$ cat src/hw/mtb_pkg.sv
// Package: register map, field positions, reset values and carrier types
package mtb_pkg;
  // Register indices; byte address is four times the index
  localparam logic [5:0] MTB_IDX_MAIN_CTRL = 6'h00;
  localparam logic [5:0] MTB_IDX_TOUCH_STAT = 6'h01;
  localparam logic [5:0] MTB_IDX_INT_STAT = 6'h02;
  localparam logic [5:0] MTB_IDX_INT_CLR = 6'h03;
  localparam logic [5:0] MTB_IDX_INT_EN = 6'h04;
  localparam logic [5:0] MTB_IDX_LIMIT_CFG = 6'h2A;
  localparam logic [5:0] MTB_IDX_PAT_CFG = 6'h2B;
  localparam logic [5:0] MTB_IDX_PAT_SEL = 6'h2D;
  // Reset values
  localparam logic [7:0] MTB_RST_LIMIT_CFG = 8'h80;
  localparam logic [7:0] MTB_RST_PAT_CFG = 8'h00;
  localparam logic [7:0] MTB_RST_PAT_SEL = 8'h07;
  localparam logic [1:0] MTB_RST_INT_EN = 2'h3;
  // Field positions
  localparam int MTB_BIT_BLK_EN = 7;
  localparam int MTB_BIT_LIMIT_LO = 2;
  localparam int MTB_BIT_PAT_EN = 7;
  localparam int MTB_BIT_PTH_LO = 2;
  localparam int MTB_BIT_CMP_MODE = 1;
  localparam int MTB_BIT_ALERT_EN = 0;
  localparam int MTB_BIT_MAIN_INT = 0;
  localparam int MTB_BIT_ST_MULTI = 0;
  localparam int MTB_BIT_ST_PAT = 1;
  // AXI responses
  localparam logic [1:0] MTB_RESP_OKAY = 2'h0;
  localparam logic [1:0] MTB_RESP_SLVERR = 2'h2;

  // Results of one polling cycle from the measurement front end
  typedef struct packed {
    logic [2:0][7:0] delta;
    logic [2:0][6:0] touch_th;
    logic [6:0] stby_th;
    logic standby;
    logic [2:0] noise;
  } mtb_fe_t;

  typedef struct packed {
    logic [7:0] limit_cfg;
    logic [7:0] pat_cfg;
    logic [7:0] pat_sel;
    logic [1:0] int_en;
    logic multi_flag;
    logic pat_flag;
    logic main_int;
    logic pat_active;
    logic [2:0] valid;
    logic [2:0] report;
    logic [5:0] aw_idx;
    logic aw_got;
    logic [7:0] wdata;
    logic wlane;
    logic w_got;
    logic bvalid;
    logic [1:0] bresp;
    logic rvalid;
    logic [1:0] rresp;
    logic [7:0] rdata;
  } mtb_state_t;
endpackage : mtb_pkg

$ cat src/hw/mtb_top.sv
// Multi-touch blocking and pattern detection with AXI4-Lite registers
// Summary of operation
// RQ1: With blocking disabled every detected touch is reported, none blocked.
// RQ2: With blocking enabled report up to the limit, keep them, block others.
// RQ3: After a reported pad releases, pick touches scanning input 1 to 3.
// RQ4: Limit field 00 means one, 01 two, 10 and 11 three touches.
// RQ5: Touches beyond the limit are blocked and the multi-touch flag set.
// RQ6: Pattern detection runs only when its enable bit is set; off at reset.
// RQ7: Pattern threshold is a fraction of the active or standby threshold.
// RQ8: Threshold select gives 12.5, 25, 37.5 or 100 percent.
// RQ9: Compare mode set: every selected input qualifies gives a pattern event.
// RQ10: Count mode: event when qualifying count reaches the selected count.
// RQ11: Criteria use a single polling cycle, nothing accumulated.
// RQ12: A pattern event blocks all touch reports and raises an interrupt.
// RQ13: Inputs stay blocked while the pattern condition holds, then resume.
// RQ14: Pattern flag clears only on main interrupt clear, condition ended.
// RQ15: Alert enable gates the alert pin; pattern flag sets regardless.
// RQ16: Select bits 2,1,0 choose inputs 3,2,1; register resets to 07h.
// RQ17: Limit configuration resets to 80h: blocking on, limit one.
// RQ18: Alert pin is active low, held until main interrupt bit is cleared.
//
// Our own choice: register access over AXI4-Lite.
`timescale 1ns/1ps
module mtb_top (
  input wire logic aclk, // 200 MHz clock
  input wire logic aresetn, // Synchronous reset, active low
  input wire logic eval_strobe, // One pulse per polling cycle result
  input wire mtb_pkg::mtb_fe_t fe, // Front end results for this cycle
  input wire logic [31:0] s_axi_awaddr, // Write address
  input wire logic s_axi_awvalid, // Write address valid
  output logic s_axi_awready, // Write address ready
  input wire logic [31:0] s_axi_wdata, // Write data
  input wire logic [3:0] s_axi_wstrb, // Write strobes
  input wire logic s_axi_wvalid, // Write data valid
  output logic s_axi_wready, // Write data ready
  output logic [1:0] s_axi_bresp, // Write response
  output logic s_axi_bvalid, // Write response valid
  input wire logic s_axi_bready, // Write response ready
  input wire logic [31:0] s_axi_araddr, // Read address
  input wire logic s_axi_arvalid, // Read address valid
  output logic s_axi_arready, // Read address ready
  output logic [31:0] s_axi_rdata, // Read data
  output logic [1:0] s_axi_rresp, // Read response
  output logic s_axi_rvalid, // Read valid
  input wire logic s_axi_rready, // Read ready
  output logic [2:0] touch_report, // Reported touches, input 1 in bit 0
  output logic irq, // Level interrupt from enabled status
  output logic alert_n // Alert pin, active low
);
  import mtb_pkg::*;

  mtb_state_t st_reg;
  mtb_state_t st_next;

  function automatic logic [1:0] pop3(input logic [2:0] v);
    pop3 = 2'(v[0]) + 2'(v[1]) + 2'(v[2]);
  endfunction : pop3

  logic [2:0] raw;
  logic [2:0] qual;
  logic [1:0] limit_n;
  logic pcond;
  logic [2:0] sel;
  logic released;
  logic [2:0] pick;
  logic [7:0] base [3];
  logic [7:0] pth [3];
  logic aw_hit;
  logic w_hit;
  logic do_write;
  logic main_wr;
  logic [5:0] ar_idx;
  logic [7:0] rd_val;
  logic rd_ok;
  logic wr_ok;

  assign sel = st_reg.pat_sel[2:0]; // RQ16

  always_comb begin
    for (int i = 0; i < 3; i++) begin
      base[i] = fe.standby ? {1'b0, fe.stby_th}
                           : {1'b0, fe.touch_th[i]}; // RQ7
      case (st_reg.pat_cfg[MTB_BIT_PTH_LO +: 2]) // RQ8
        2'h0: pth[i] = base[i] >> 3;
        2'h1: pth[i] = base[i] >> 2;
        2'h2: pth[i] = 8'((base[i] >> 2) + (base[i] >> 3));
        default: pth[i] = base[i];
      endcase
      raw[i] = fe.delta[i] > base[i];
      qual[i] = (fe.delta[i] > pth[i]) || fe.noise[i];
    end
  end

  // Limit decode: 10 and 11 both allow three
  always_comb begin
    case (st_reg.limit_cfg[MTB_BIT_LIMIT_LO +: 2]) // RQ4
      2'h0: limit_n = 2'h1;
      2'h1: limit_n = 2'h2;
      default: limit_n = 2'h3;
    endcase
  end

  // Judged on this polling cycle alone
  always_comb begin
    if (!st_reg.pat_cfg[MTB_BIT_PAT_EN]) begin
      pcond = 1'b0; // RQ6
    end else if (st_reg.pat_cfg[MTB_BIT_CMP_MODE]) begin
      pcond = (sel & ~qual) == 3'h0; // RQ9 RQ11
    end else begin
      pcond = pop3(qual) >= pop3(sel); // RQ10 RQ11
    end
  end

  // Keep valid inputs while none has released, then fill in input order up to the limit
  always_comb begin
    logic [1:0] n;
    n = 2'h0;
    // A lowered limit also forces a fresh scan
    released = (st_reg.valid & ~raw) != 3'h0 ||
               pop3(st_reg.valid) > limit_n;
    pick = released ? 3'h0 : (st_reg.valid & raw); // RQ2 RQ3
    n = pop3(pick);
    for (int i = 0; i < 3; i++) begin
      if (raw[i] && !pick[i] && n < limit_n) begin // RQ3
        pick[i] = 1'b1;
        n = 2'(n + 2'h1);
      end
    end
  end

  assign aw_hit = s_axi_awvalid && s_axi_awready;
  assign w_hit = s_axi_wvalid && s_axi_wready;
  assign do_write = st_reg.aw_got && st_reg.w_got && !st_reg.bvalid;
  assign main_wr = do_write && st_reg.wlane &&
                   st_reg.aw_idx == MTB_IDX_MAIN_CTRL;
  assign ar_idx = s_axi_araddr[7:2];

  always_comb begin
    rd_ok = 1'b1;
    rd_val = 8'h00;
    case (ar_idx)
      MTB_IDX_MAIN_CTRL: rd_val = {7'h00, st_reg.main_int};
      MTB_IDX_TOUCH_STAT: rd_val = {4'h0, st_reg.pat_active, st_reg.report};
      MTB_IDX_INT_STAT: rd_val = {6'h00, st_reg.pat_flag, st_reg.multi_flag};
      MTB_IDX_INT_CLR: rd_val = 8'h00;
      MTB_IDX_INT_EN: rd_val = {6'h00, st_reg.int_en};
      MTB_IDX_LIMIT_CFG: rd_val = st_reg.limit_cfg;
      MTB_IDX_PAT_CFG: rd_val = st_reg.pat_cfg;
      MTB_IDX_PAT_SEL: rd_val = st_reg.pat_sel;
      default: rd_ok = 1'b0;
    endcase
  end

  always_comb begin
    case (st_reg.aw_idx)
      MTB_IDX_MAIN_CTRL, MTB_IDX_TOUCH_STAT, MTB_IDX_INT_STAT,
      MTB_IDX_INT_CLR, MTB_IDX_INT_EN, MTB_IDX_LIMIT_CFG,
      MTB_IDX_PAT_CFG, MTB_IDX_PAT_SEL: wr_ok = 1'b1;
      default: wr_ok = 1'b0;
    endcase
  end

  always_comb begin
    st_next = st_reg;
    // Write channels taken in either order
    if (aw_hit) begin
      st_next.aw_idx = s_axi_awaddr[7:2];
      st_next.aw_got = 1'b1;
    end
    if (w_hit) begin
      st_next.wdata = s_axi_wdata[7:0];
      st_next.wlane = s_axi_wstrb[0];
      st_next.w_got = 1'b1;
    end
    if (do_write) begin
      st_next.aw_got = 1'b0;
      st_next.w_got = 1'b0;
      st_next.bvalid = 1'b1;
      st_next.bresp = wr_ok ? MTB_RESP_OKAY : MTB_RESP_SLVERR;
      if (st_reg.wlane) begin
        case (st_reg.aw_idx)
          MTB_IDX_LIMIT_CFG: st_next.limit_cfg = st_reg.wdata & 8'h8C;
          MTB_IDX_PAT_CFG: st_next.pat_cfg = st_reg.wdata & 8'h8F;
          MTB_IDX_PAT_SEL: st_next.pat_sel = st_reg.wdata & 8'h07;
          MTB_IDX_INT_EN: st_next.int_en = st_reg.wdata[1:0];
          MTB_IDX_INT_CLR: begin
            if (st_reg.wdata[MTB_BIT_ST_MULTI]) begin
              st_next.multi_flag = 1'b0;
            end
          end
          MTB_IDX_MAIN_CTRL: begin
            if (!st_reg.wdata[MTB_BIT_MAIN_INT]) begin
              st_next.main_int = 1'b0; // RQ18
              if (!st_reg.pat_active) begin
                st_next.pat_flag = 1'b0; // RQ14
              end
            end
          end
          default: ;
        endcase
      end
    end else if (st_reg.bvalid && s_axi_bready) begin
      st_next.bvalid = 1'b0;
    end
    if (s_axi_arvalid && s_axi_arready) begin
      st_next.rvalid = 1'b1;
      st_next.rdata = rd_val;
      st_next.rresp = rd_ok ? MTB_RESP_OKAY : MTB_RESP_SLVERR;
    end else if (st_reg.rvalid && s_axi_rready) begin
      st_next.rvalid = 1'b0;
    end
    // Touch evaluation once per polling cycle; events win over clears
    if (eval_strobe) begin
      st_next.pat_active = pcond; // RQ13
      if (pcond) begin
        st_next.report = 3'h0; // RQ12
        st_next.valid = 3'h0;
        st_next.pat_flag = 1'b1; // RQ15
        if (st_reg.pat_cfg[MTB_BIT_ALERT_EN]) begin
          st_next.main_int = 1'b1; // RQ15 RQ18
        end
      end else if (!st_reg.limit_cfg[MTB_BIT_BLK_EN]) begin
        st_next.report = raw; // RQ1
        st_next.valid = raw;
      end else begin
        st_next.report = pick; // RQ2
        st_next.valid = pick;
        if (pop3(raw) > limit_n) begin
          st_next.multi_flag = 1'b1; // RQ5
        end
      end
    end
  end

  always_ff @(posedge aclk) begin
    if (!aresetn) begin
      st_reg <= '0;
      st_reg.limit_cfg <= MTB_RST_LIMIT_CFG; // RQ17
      st_reg.pat_cfg <= MTB_RST_PAT_CFG; // RQ6
      st_reg.pat_sel <= MTB_RST_PAT_SEL; // RQ16
      st_reg.int_en <= MTB_RST_INT_EN;
    end else begin
      st_reg <= st_next;
    end
  end

  assign s_axi_awready = !st_reg.aw_got && !st_reg.bvalid;
  assign s_axi_wready = !st_reg.w_got && !st_reg.bvalid;
  assign s_axi_bvalid = st_reg.bvalid;
  assign s_axi_bresp = st_reg.bresp;
  assign s_axi_arready = !st_reg.rvalid;
  assign s_axi_rvalid = st_reg.rvalid;
  assign s_axi_rresp = st_reg.rresp;
  assign s_axi_rdata = {24'h000000, st_reg.rdata};
  assign touch_report = st_reg.report;
  assign irq = |({st_reg.pat_flag, st_reg.multi_flag} & st_reg.int_en);
  assign alert_n = !st_reg.main_int; // RQ18

  logic blk_en;
  assign blk_en = st_reg.limit_cfg[MTB_BIT_BLK_EN];
endmodule : mtb_top

$ cat config.mk
export PLATFORM = sky130hd
export DESIGN_NAME = mtb_top
export DESIGN_NICKNAME = d
export VERILOG_FILES = /design/src/hw/mtb_pkg.sv /design/src/hw/mtb_top.sv
export SDC_FILE = /design/constraint.sdc
export NUM_CORES = 1
export LEC_CHECK = 0
export ABC_AREA = 0
export BUFFER_PORTS_ARGS = -buffer_cell sky130_fd_sc_hd__buf_2
export CAP_MARGIN = 25
export CELL_PAD_IN_SITES_DETAIL_PLACEMENT = 1
export CELL_PAD_IN_SITES_GLOBAL_PLACEMENT = 1
export CORE_ASPECT_RATIO = 1.25
export CORE_MARGIN = 4
export CORE_UTILIZATION = 35
export DETAILED_ROUTE_END_ITERATION = 12
export GPL_TIMING_DRIVEN = 0
export MAX_ROUTING_LAYER = met4
export PLACE_DENSITY = 0.92
export SYNTH_ARGS = -nofsm -noshare
export SYNTH_HDL_FRONTEND = slang
export SYNTH_SLANG_ARGS = --single-unit
$ cat constraint.sdc
create_clock -name aclk -period 9.3 [get_ports aclk]
set_input_delay 1.86 -clock aclk [delete_from_list [all_inputs] [get_ports aclk]]
set_output_delay 1.86 -clock aclk [all_outputs]
set_load 0.03 [all_outputs]
==> results.json, run 1 <==
{
  "synth.area.mux_share_pct": 13.44,
  "timing_hold_violations_final": 0,
  "core_region_area_um2": 13810,
  "fin_util_pct": 42.88,
  "cts_tree": "built",
  "cts.path.max_buffers": 2,
  "whs_ns": 0.4754,
  "fin_skew_ns": 0.008748,
  "min_path_cells": 2,
  "cts_root_buf": "clkbuf_16",
  "antenna_found_initial": 0,
  "final_nets": 949,
  "cts_sinks": 43,
  "max-slew-margin-rel_pct": 40.94,
  "rsz0062_at_grt": "no",
  "cp_top_family": "compound AO/OA/AOI/OAI gates",
  "cts_resized": 0,
  "ant_nets": 0,
  "dr.pass1.iters": 4,
  "routed_wl_um": 15260,
  "synth_warnings": 0,
  "ys_types": 64,
  "post-place-ws_ns": 1.141,
  "path_class": "input pin to flip-flop",
  "instances_no_fill": 887,
  "first_iter_violations": 144,
  "power.total_mw": 0.7498,
  "synthXorXnorAreaFrac_pct": 2.097,
  "synth_compound_area_share_pct": 17.21,
  "vias_per_cell": 5.286,
  "start_kind": "input pin",
  "gp_congestion": 0.9448,
  "drc": 0,
  "r2r-start": "st_reg[34]",
  "maxSlewViolCount": 0,
  "async_reset_ff_share_pct": 0,
  "total_leakage_power_nw": 2.743,
  "fp.dieW_um": 114.4,
  "vias": 4689,
  "io_pins": 210,
  "powerDensity_nw_per_um2": 126.6,
  "die_area_um2": 16130,
  "grt_pass1_vias": 4998,
  "area_growth_pct": 19.61,
  "wl_per_cell_um": 17.21,
  "dp_cells": 879,
  "finalSetupTns_ns": 0,
  "reg2regPathDepth": 25,
  "min_period_ns": 7.804,
  "timing.rr.end": "st_reg[36]",
  "dp_hpwl_um": 13000,
  "grt_pass1_wl_um": 24440,
  "layout_setup_ws_ns": 1.496,
  "synth_top_area_share_pct": 17.38,
  "fin_crit_sh_pct": 83.91,
  "fillerInstances": 1723,
  "cts.clk_slew.worst_paths_ns": 0.06,
  "holdPathEnd": "s_axi_rdata[7]",
  "port_buffers": 95,
  "final_area_um2": 5923,
  "drive_gt1_share_pct": 24.02,
  "worst_path_max_delay_cell": "mux2i_1",
  "ir_drop_mv": 0.1036,
  "cp_slowest_stage_delay_ns": 0.53,
  "ctsHoldBuffers": 0,
  "synthCells": 581,
  "synth_top_cell_by_area": "dfxtp_1",
  "cp.arrival_ns": 7.99,
  "crit_path_end_kind": "flip-flop",
  "synth-simple-area-share_pct": 18.70,
  "clk_latency_ns": 0.29,
  "synth.area.top_cells": "dfxtp_1, ha_1, mux2i_1",
  "ys_ff_latch": 43,
  "avgSynthCellArea_um2": 8.524,
  "yosysSeqAreaShare_pct": 17.38,
  "numCtsBuffers": 5,
  "track_usage_pct": 19.05,
  "r2r_setup_slack_ns": 3.77,
  "maxCapViolCount": 0,
  "cp.required_ns": 9.48,
  "yosys.area_share.adder_pct": 19.91,
  "diodes": 0,
  "crit_top_cell": "ha_1",
  "synth_edf_count": 0,
  "worst_pin_slew_ns": 0.8779,
  "start_util_pct": 35.85,
  "h-tree-depth": 2,
  "max_clock_freq_mhz": 128.1,
  "overflow": 0,
  "setup_viol": 0,
  "grt_start_max_net_pins": 16,
  "syn_area_um2": 4952,
  "worstHoldStart": "s_axi_rdata[7]",
  "outcome": "finished clean",
  "yosys-top-cells-count": "ha_1, inv_1, dfxtp_1, buf_4, nor2b_1",
  "num_rows": 48,
  "synth_most_common_cell": "ha_1",
  "ys.flop_type": "dfxtp_1",
  "place_area_um2": 5752,
  "hold_class": "flip-flop to flip-flop",
  "largest_reg_flops": 30,
  "chipHeight_um": 141.0,
  "worstPathMaxFanout": 10,
  "synth_top_family_by_area": "adder cells",
  "postCtsSetupBuffers": 0,
  "critical_path_buf_inv_count": 4
}
cell families (layout without fill, tap and decap cells):
| logic type | count (synthesis) | after routing |
|---|---|---|
| compound gates | 120 | 120 |
| flops | 43 | 43 |
| buf+inv | 108 | 211 |
| mux | 51 | 51 |
| fa+ha+maj | 74 | 74 |
| xor+xnor | 11 | 11 |
| other cells | 1 | 29 |
| simple gates | 173 | 173 |
power by group:
group | leakage [nW] | switching, mW | internal [mW]
clock | 0.0804 | 0.0766 | 0.128
sequential | 0.351 | 0.0136 | 0.195
combinational | 2.31 | 0.190 | 0.147
cell type report:
cell class,instances,area (um^2),area share [%]
multi-input cells,458,3642,61.49
flip-flops and latches,43,860.8,14.53
repair buffers,95,475.5,8.027
plain buffers,58,366.6,6.189
well taps,175,219.0,3.697
inverters,50,187.7,3.169
clock buffers,5,125.1,2.112
clock inverters,3,46.29,0.7816
worst min-delay path, cell delays in order (launching register included):
cell      delay, ns
dfxtp_1        0.31
nand2_1        0.05
a21boi_0       0.07
placed cells by master (no fill, tap or decap), types with 7 or more instances in the layout:
cell      count
mux4_2       12
clkbuf_1     15
nor2_1       30
ha_1         66
fa_1          8
a21oi_1      21
and2_1        8
nand2b_1      7
inv_1        50
nand3_1      21
xnor2_1      10
nor2b_1      37
nor3_1        8
buf_4        39
dfxtp_1      43
mux2i_1      35
o21a_1       15
buf_2        97
nand2_1      36
conb_1       29
a21o_1       10
o21ai_0      19
worst max path at each step:
stage	from	to	slack [ns]	cells past startpoint
global placement	fe[3]	st_reg[40]	1.44	25
finish	fe[3]	st_reg[40]	1.50	25
global route	fe[3]	st_reg[36]	0.85	27
floorplan	fe[3]	st_reg[34]	2.21	25
CTS	fe[3]	st_reg[40]	1.44	25
detailed placement	fe[3]	st_reg[40]	1.14	25
per-layer routing:
layer	GRT usage (%)	routed length, um	vias up
met2	35.17	8134	145
li1	-	-	2262
met3	1.632	726	27
met5	-	0	-
met4	5.941	324	0
met1	21.41	6076	2255
No activity file was read; power rests on OpenSTA's default activity.
==> run 2, diff against run 1 <==
Settings changed: ABC_AREA 0 to 1, CORE_UTILIZATION 35 to 33.
Clock period 9.3 ns to 8.2 ns, I/O delays scaled along.
==> run 2 against run 1 <==
Via count increased by 12%. Register-to-register slack got worse by 0.57 ns. Highest routed layer unchanged. Largest power group unchanged. Die area increased by 2.8%. Final area decreased by 2.7%. Sequential power increased by 17%. Critical path type unchanged. Combinational power increased by 54%. Synthesized cell count increased by 24%. Cell count increased by 16%. Critical path depth increased by 7. Power increased by 28%. First-iteration DRC count increased by 66%.
==> results.json, run 2 <==
{
  "outcome": "finished clean",
  "cts_sinks": 43,
  "first_iter_violations": 239,
  "hold_class": "flip-flop to flip-flop",
  "drive_gt1_share_pct": 19.70,
  "vias": 5259,
  "postCtsSetupBuffers": 0,
  "grt_start_max_net_pins": 15,
  "crit_top_cell": "inv_1",
  "path_class": "input pin to flip-flop",
  "use_met1_pct": 19.20,
  "start_util_pct": 33.51,
  "synth_most_common_cell": "nand2_1",
  "setup_viol": 0,
  "cts.clk_slew.worst_paths_ns": 0.06,
  "die_area_um2": 16570,
  "antenna_found_initial": 1,
  "cts.path.max_buffers": 2,
  "cts_root_buf": "clkbuf_16",
  "dr.pass1.iters": 4,
  "ys_types": 45,
  "cp.arrival_ns": 7.32,
  "synth_warnings": 0,
  "core_region_area_um2": 14350,
  "cp.required_ns": 8.41,
  "synth_top_cell_by_area": "dfxtp_1",
  "max_clock_freq_mhz": 140.7,
  "synth_edf_count": 0,
  "port_buffers": 96,
  "timing_hold_violations_final": 0,
  "yosys-top-cells-count": "nand2_1, inv_1, a21oi_1, ha_1, nor2_1",
  "synthCells": 721,
  "clk_latency_ns": 0.29,
  "fp.dieW_um": 116.0,
  "wl_per_cell_um": 15.00,
  "area_growth_pct": 19.89,
  "dp_cells": 1023,
  "start_kind": "input pin",
  "worst_pin_slew_ns": 0.6814,
  "yosysSeqAreaShare_pct": 17.91,
  "ys.flop_type": "dfxtp_1",
  "finalSetupTns_ns": 0,
  "synth.area.top_cells": "dfxtp_1, ha_1, nand2_1",
  "largest_reg_flops": 30,
  "powerDensity_nw_per_um2": 166.4,
  "overflow": 0,
  "total_leakage_power_nw": 3.019,
  "track_usage_pct": 18.94,
  "final_nets": 1090,
  "layout_commonest_cell": "nand2_1",
  "vias_per_cell": 5.096,
  "crit_path_end_kind": "flip-flop",
  "cts_tree": "built",
  "fin_skew_ns": 0.006044,
  "async_reset_ff_share_pct": 0,
  "ir_drop_mv": 0.1174,
  "avgSynthCellArea_um2": 6.667,
  "whs_ns": 0.4692,
  "io_pins": 210,
  "drc": 0,
  "final_cell_mix": "nand2_1, inv_1, buf_2",
  "syn_area_um2": 4807,
  "gp_congestion": 0.8887,
  "rsz0062_at_grt": "no",
  "max-slew-margin-rel_pct": 54.33,
  "ant_nets": 0,
  "use_met2_pct": 37.34,
  "fin_crit_sh_pct": 86.66,
  "ys_ff_latch": 43,
  "grt_pass1_wl_um": 24840,
  "met3_usage_pct": 2.120,
  "grt-busiest-layer": "met2",
  "cts_resized": 0,
  "maxSlewViolCount": 0,
  "dp_hpwl_um": 13290,
  "maxCapViolCount": 0,
  "numCtsBuffers": 5,
  "worstPathMaxFanout": 10,
  "ctsHoldBuffers": 0,
  "synth_top_area_share_pct": 17.91,
  "worst_path_max_delay_cell": "fa_1",
  "min_period_ns": 7.106,
  "num_rows": 49,
  "grt_pass1_vias": 5445,
  "instances_no_fill": 1032,
  "chipHeight_um": 142.9,
  "h-tree-depth": 2,
  "cp_slowest_stage_delay_ns": 0.52,
  "routed_wl_um": 15480
}
run 2: report_power, final:
| part | total, mW | internal, mW | switching, mW |
|---|---|---|---|
| registers | 0.244 | 0.224 | 0.0195 |
| clock network | 0.196 | 0.112 | 0.0834 |
| logic | 0.520 | 0.203 | 0.316 |
| total | 0.959 | 0.540 | 0.419 |
run 2: area by class of cell:
| cell class | instances | area [um^2] |
|---|---|---|
| clock buffer | 5 | 125.1 |
| timing repair buffer | 96 | 480.5 |
| inverter | 129 | 484.2 |
| fill | 1950 | 8583 |
| multi-input combinational | 524 | 3222 |
| buffer | 53 | 345.3 |
| tap | 178 | 222.7 |
| sequential | 43 | 860.8 |
| antenna | 1 | 2.502 |
| clock inverter | 3 | 20.02 |
run 2: stage by stage:
stage | total power, mW | area, um^2 | worst slack (ns) | utilization [%]
2_1_floorplan | 0.6375 | 4912 | 2.070 | -
3_3_place_gp | 0.7402 | 5615 | 1.158 | 39.14
3_5_place_dp | 0.7667 | 5615 | 0.8625 | 39.14
4_1_cts | 0.9665 | 5761 | 1.133 | 40.15
5_1_grt | 1.047 | 5763 | 0.5417 | 40.17
6_report | 0.9589 | 5763 | 1.094 | 40.17
run 2: kinds of logic after synthesis:
kind of cell               share of synthesized area [%]
and+or+nand+nor                                    21.79
AOI/OAI and AO/OA                                  22.28
buffers and inverters                              17.26
other                                            0.07801
adders and majority gates                          20.51
xor gates and xnor gates                          0.1822
DFF                                                17.91
run 2: critical path, delay by kind of cell:
family | cells | cell delay [ns]
buffers and inverters | 10 | 1.28
AOI/OAI and AO/OA | 11 | 2.20
adders and majority gates | 4 | 1.51
and+or+nand+nor | 7 | 0.66
run 2: per-layer routing:
metal / share of wire [%] / vias to the layer above
met5: 0 / -
met4: 2.3 / 0
met3: 4.7 / 28
met2: 56 / 131
met1: 37 / 2500
li1: - / 2600
run 2: path summary, 6_finish.rpt:
check                       from        endpoint  slack (ns)  cells past startpoint
hold reg to reg   s_axi_rdata[0]  s_axi_rdata[0]        0.47                      2
hold / removal    s_axi_rdata[0]  s_axi_rdata[0]        0.47                      2
setup / recovery           fe[3]      st_reg[34]        1.09                     32
setup reg to reg      st_reg[34]      st_reg[36]        3.20                     28
==> run 3, diff against run 2 <==
Settings changed: ABC_AREA 1 to not set, CORE_UTILIZATION 33 to 35.
==> run 3 against run 2 <==
Clock power increased by 18%. First-iteration DRC count decreased by 23%. Worst setup slack got worse by 0.48 ns. Clock skew increased by 0.0029 ns. Largest cell class unchanged.
==> results.json, run 3 (synthesis gave the netlist of run 1 again) <==
{
  "min_period_ns": 7.584,
  "start_util_pct": 35.85,
  "die_area_um2": 16130,
  "total_leakage_power_nw": 2.741,
  "final_nets": 949,
  "area_growth_pct": 19.68,
  "grt_pass1_vias": 4998,
  "combPwrFrac_pct": 45.0,
  "num_rows": 48,
  "outcome": "finished clean",
  "io_pins": 210,
  "fp.dieW_um": 114.4,
  "dr.pass1.iters": 4,
  "start_kind": "input pin",
  "fillerInstances": 1723,
  "rsz0062_at_grt": "no",
  "power_switching_mw": 0.3166,
  "max-slew-margin-rel_pct": 40.62,
  "cts_root_buf": "clkbuf_16",
  "setup_viol": 0,
  "gp_congestion": 0.9448,
  "cp-endpoint": "st_reg[40]",
  "layout_commonest_cell": "buf_2",
  "track_usage_pct": 19.05,
  "core_region_area_um2": 13810,
  "whs_ns": 0.4754,
  "wl_per_cell_um": 17.16,
  "postCtsSetupBuffers": 0,
  "cp-startpoint": "fe[3]",
  "cts.clk_slew.worst_paths_ns": 0.06,
  "clk_latency_ns": 0.29,
  "grt_start_max_net_pins": 16,
  "reg2regPathDepth": 25,
  "cp_top_family": "compound AO/OA/AOI/OAI gates",
  "grt_pass1_wl_um": 24440,
  "crit_top_cell": "ha_1",
  "maxSlewViolCount": 0,
  "regArea_um2": 860.8,
  "multi_input_area_um2": 3646,
  "numCtsBuffers": 5,
  "chipHeight_um": 141.0,
  "cp.depth": 25,
  "path_class": "input pin to flip-flop",
  "overflow": 0,
  "swShare_pct": 37.27,
  "fin_crit_sh_pct": 92.49,
  "crit_path_end_kind": "flip-flop",
  "intPower_mw": 0.5328,
  "power.share.clock_pct": 27.2,
  "final_cell_mix": "buf_2, ha_1, inv_1",
  "worstPathMaxFanout": 10,
  "fin_skew_ns": 0.008983,
  "drc": 0,
  "cp.required_ns": 8.38,
  "first_iter_violations": 183,
  "routed_wl_um": 15220,
  "drive_gt1_share_pct": 24.16,
  "worst_path_max_delay_cell": "mux2i_1",
  "diodes": 0,
  "antenna_found_initial": 0,
  "vias_per_cell": 5.295,
  "r2r_setup_slack_ns": 2.67,
  "largest_reg_flops": 30,
  "finalSetupTns_ns": 0,
  "timing_hold_violations_final": 0,
  "vias": 4697,
  "ir_drop_mv": 0.1176,
  "h-tree-depth": 2,
  "pwr-share-seq_pct": 27.8,
  "cp.arrival_ns": 7.77,
  "port_buffers": 95,
  "hold_class": "flip-flop to flip-flop",
  "cts_sinks": 43,
  "ant_nets": 0,
  "worst_pin_slew_ns": 0.8825,
  "maxCapViolCount": 0,
  "powerDensity_nw_per_um2": 143.3,
  "cp_slowest_stage_delay_ns": 0.53,
  "timing.rr.end": "st_reg[36]",
  "cts.path.max_buffers": 2,
  "r2r-start": "st_reg[34]",
  "dp_hpwl_um": 13000,
  "max_clock_freq_mhz": 131.9,
  "cts_tree": "built",
  "critical_path_buf_inv_count": 4
}
run 3: cell types whose count changed in the layout (fill, tap and decap cells not counted), moves of 10 or more:
| cell | previous run | this run |
|---|---|---|
| o21ai_0 | 41 | 19 |
| o21a_1 | 1 | 15 |
| mux4_2 | 0 | 12 |
| a21oi_1 | 86 | 21 |
| nor2b_1 | 0 | 37 |
| mux2i_1 | 0 | 34 |
| nand2_1 | 129 | 36 |
| nor2_1 | 49 | 30 |
| xnor2_1 | 0 | 10 |
| inv_1 | 122 | 50 |
| a21o_1 | 0 | 10 |
run 3: per-stage QoR:
stage / power (mW) / instances / util, % / instance area [um^2] / worst slack (ns)
after floorplan: 0.5204 / 609 / - / 5057 / 1.329
after global placement: 0.6010 / 879 / 41.64 / 5752 / 0.5606
after detailed placement: 0.6208 / 879 / 41.64 / 5752 / 0.2610
after CTS: 0.8546 / 887 / 42.88 / 5923 / 0.5571
after global routing: 0.9053 / 887 / 42.91 / 5927 / 0.04198
final: 0.8494 / 887 / 42.91 / 5927 / 0.6159
run 3: layout make-up:
class	count	share of cell area (%)
multi-input combinational	458	61.52
sequential	43	14.52
timing repair buffer	95	8.022
buffer	58	6.185
tap	175	3.694
inverter	50	3.167
clock buffer	5	2.111
clock inverter	3	0.7811
run 3: routing by layer:
metal	track usage [%]	vias up	share of wire, %
li1	-	2267	-
met1	21.41	2263	40
met2	35.17	141	54
met3	1.632	26	4.5
met4	5.941	0	2.1
met5	-	-	0
run 3: worst min path at each step:
stage	from	endpoint	slack, ns	depth (start not counted)
global route	s_axi_rdata[7]	s_axi_rdata[7]	0.52	2
finish	s_axi_rdata[7]	s_axi_rdata[7]	0.48	2
CTS	s_axi_rdata[7]	s_axi_rdata[7]	0.48	2
global placement	s_axi_rdata[7]	s_axi_rdata[7]	0.46	2
detailed placement	s_axi_rdata[7]	s_axi_rdata[7]	0.47	2
floorplan	s_axi_rdata[7]	s_axi_rdata[7]	0.44	2
run 3: tightest hold or removal path: cells and delay by family (launching register included):
family	cells	cell delay (ns)
compound gates	1	0.07
flops	1	0.31
simple gates	1	0.05
run 3: power groups by stage:
stage	registers [mW]	logic, mW	clock network (mW)
after global placement	0.240	0.361	0
final	0.236	0.382	0.231
after detailed placement	0.240	0.381	0
after floorplan	0.235	0.285	0
after CTS	0.236	0.383	0.236
after global routing	0.238	0.425	0.242
run 3: what timing repair did:
item | CTS | global route
gates resized for setup | 0 | 1
endpoints found under the setup margin | 0 | 1
hold buffers | 0 | 0
hold endpoints to repair | 0 | 0
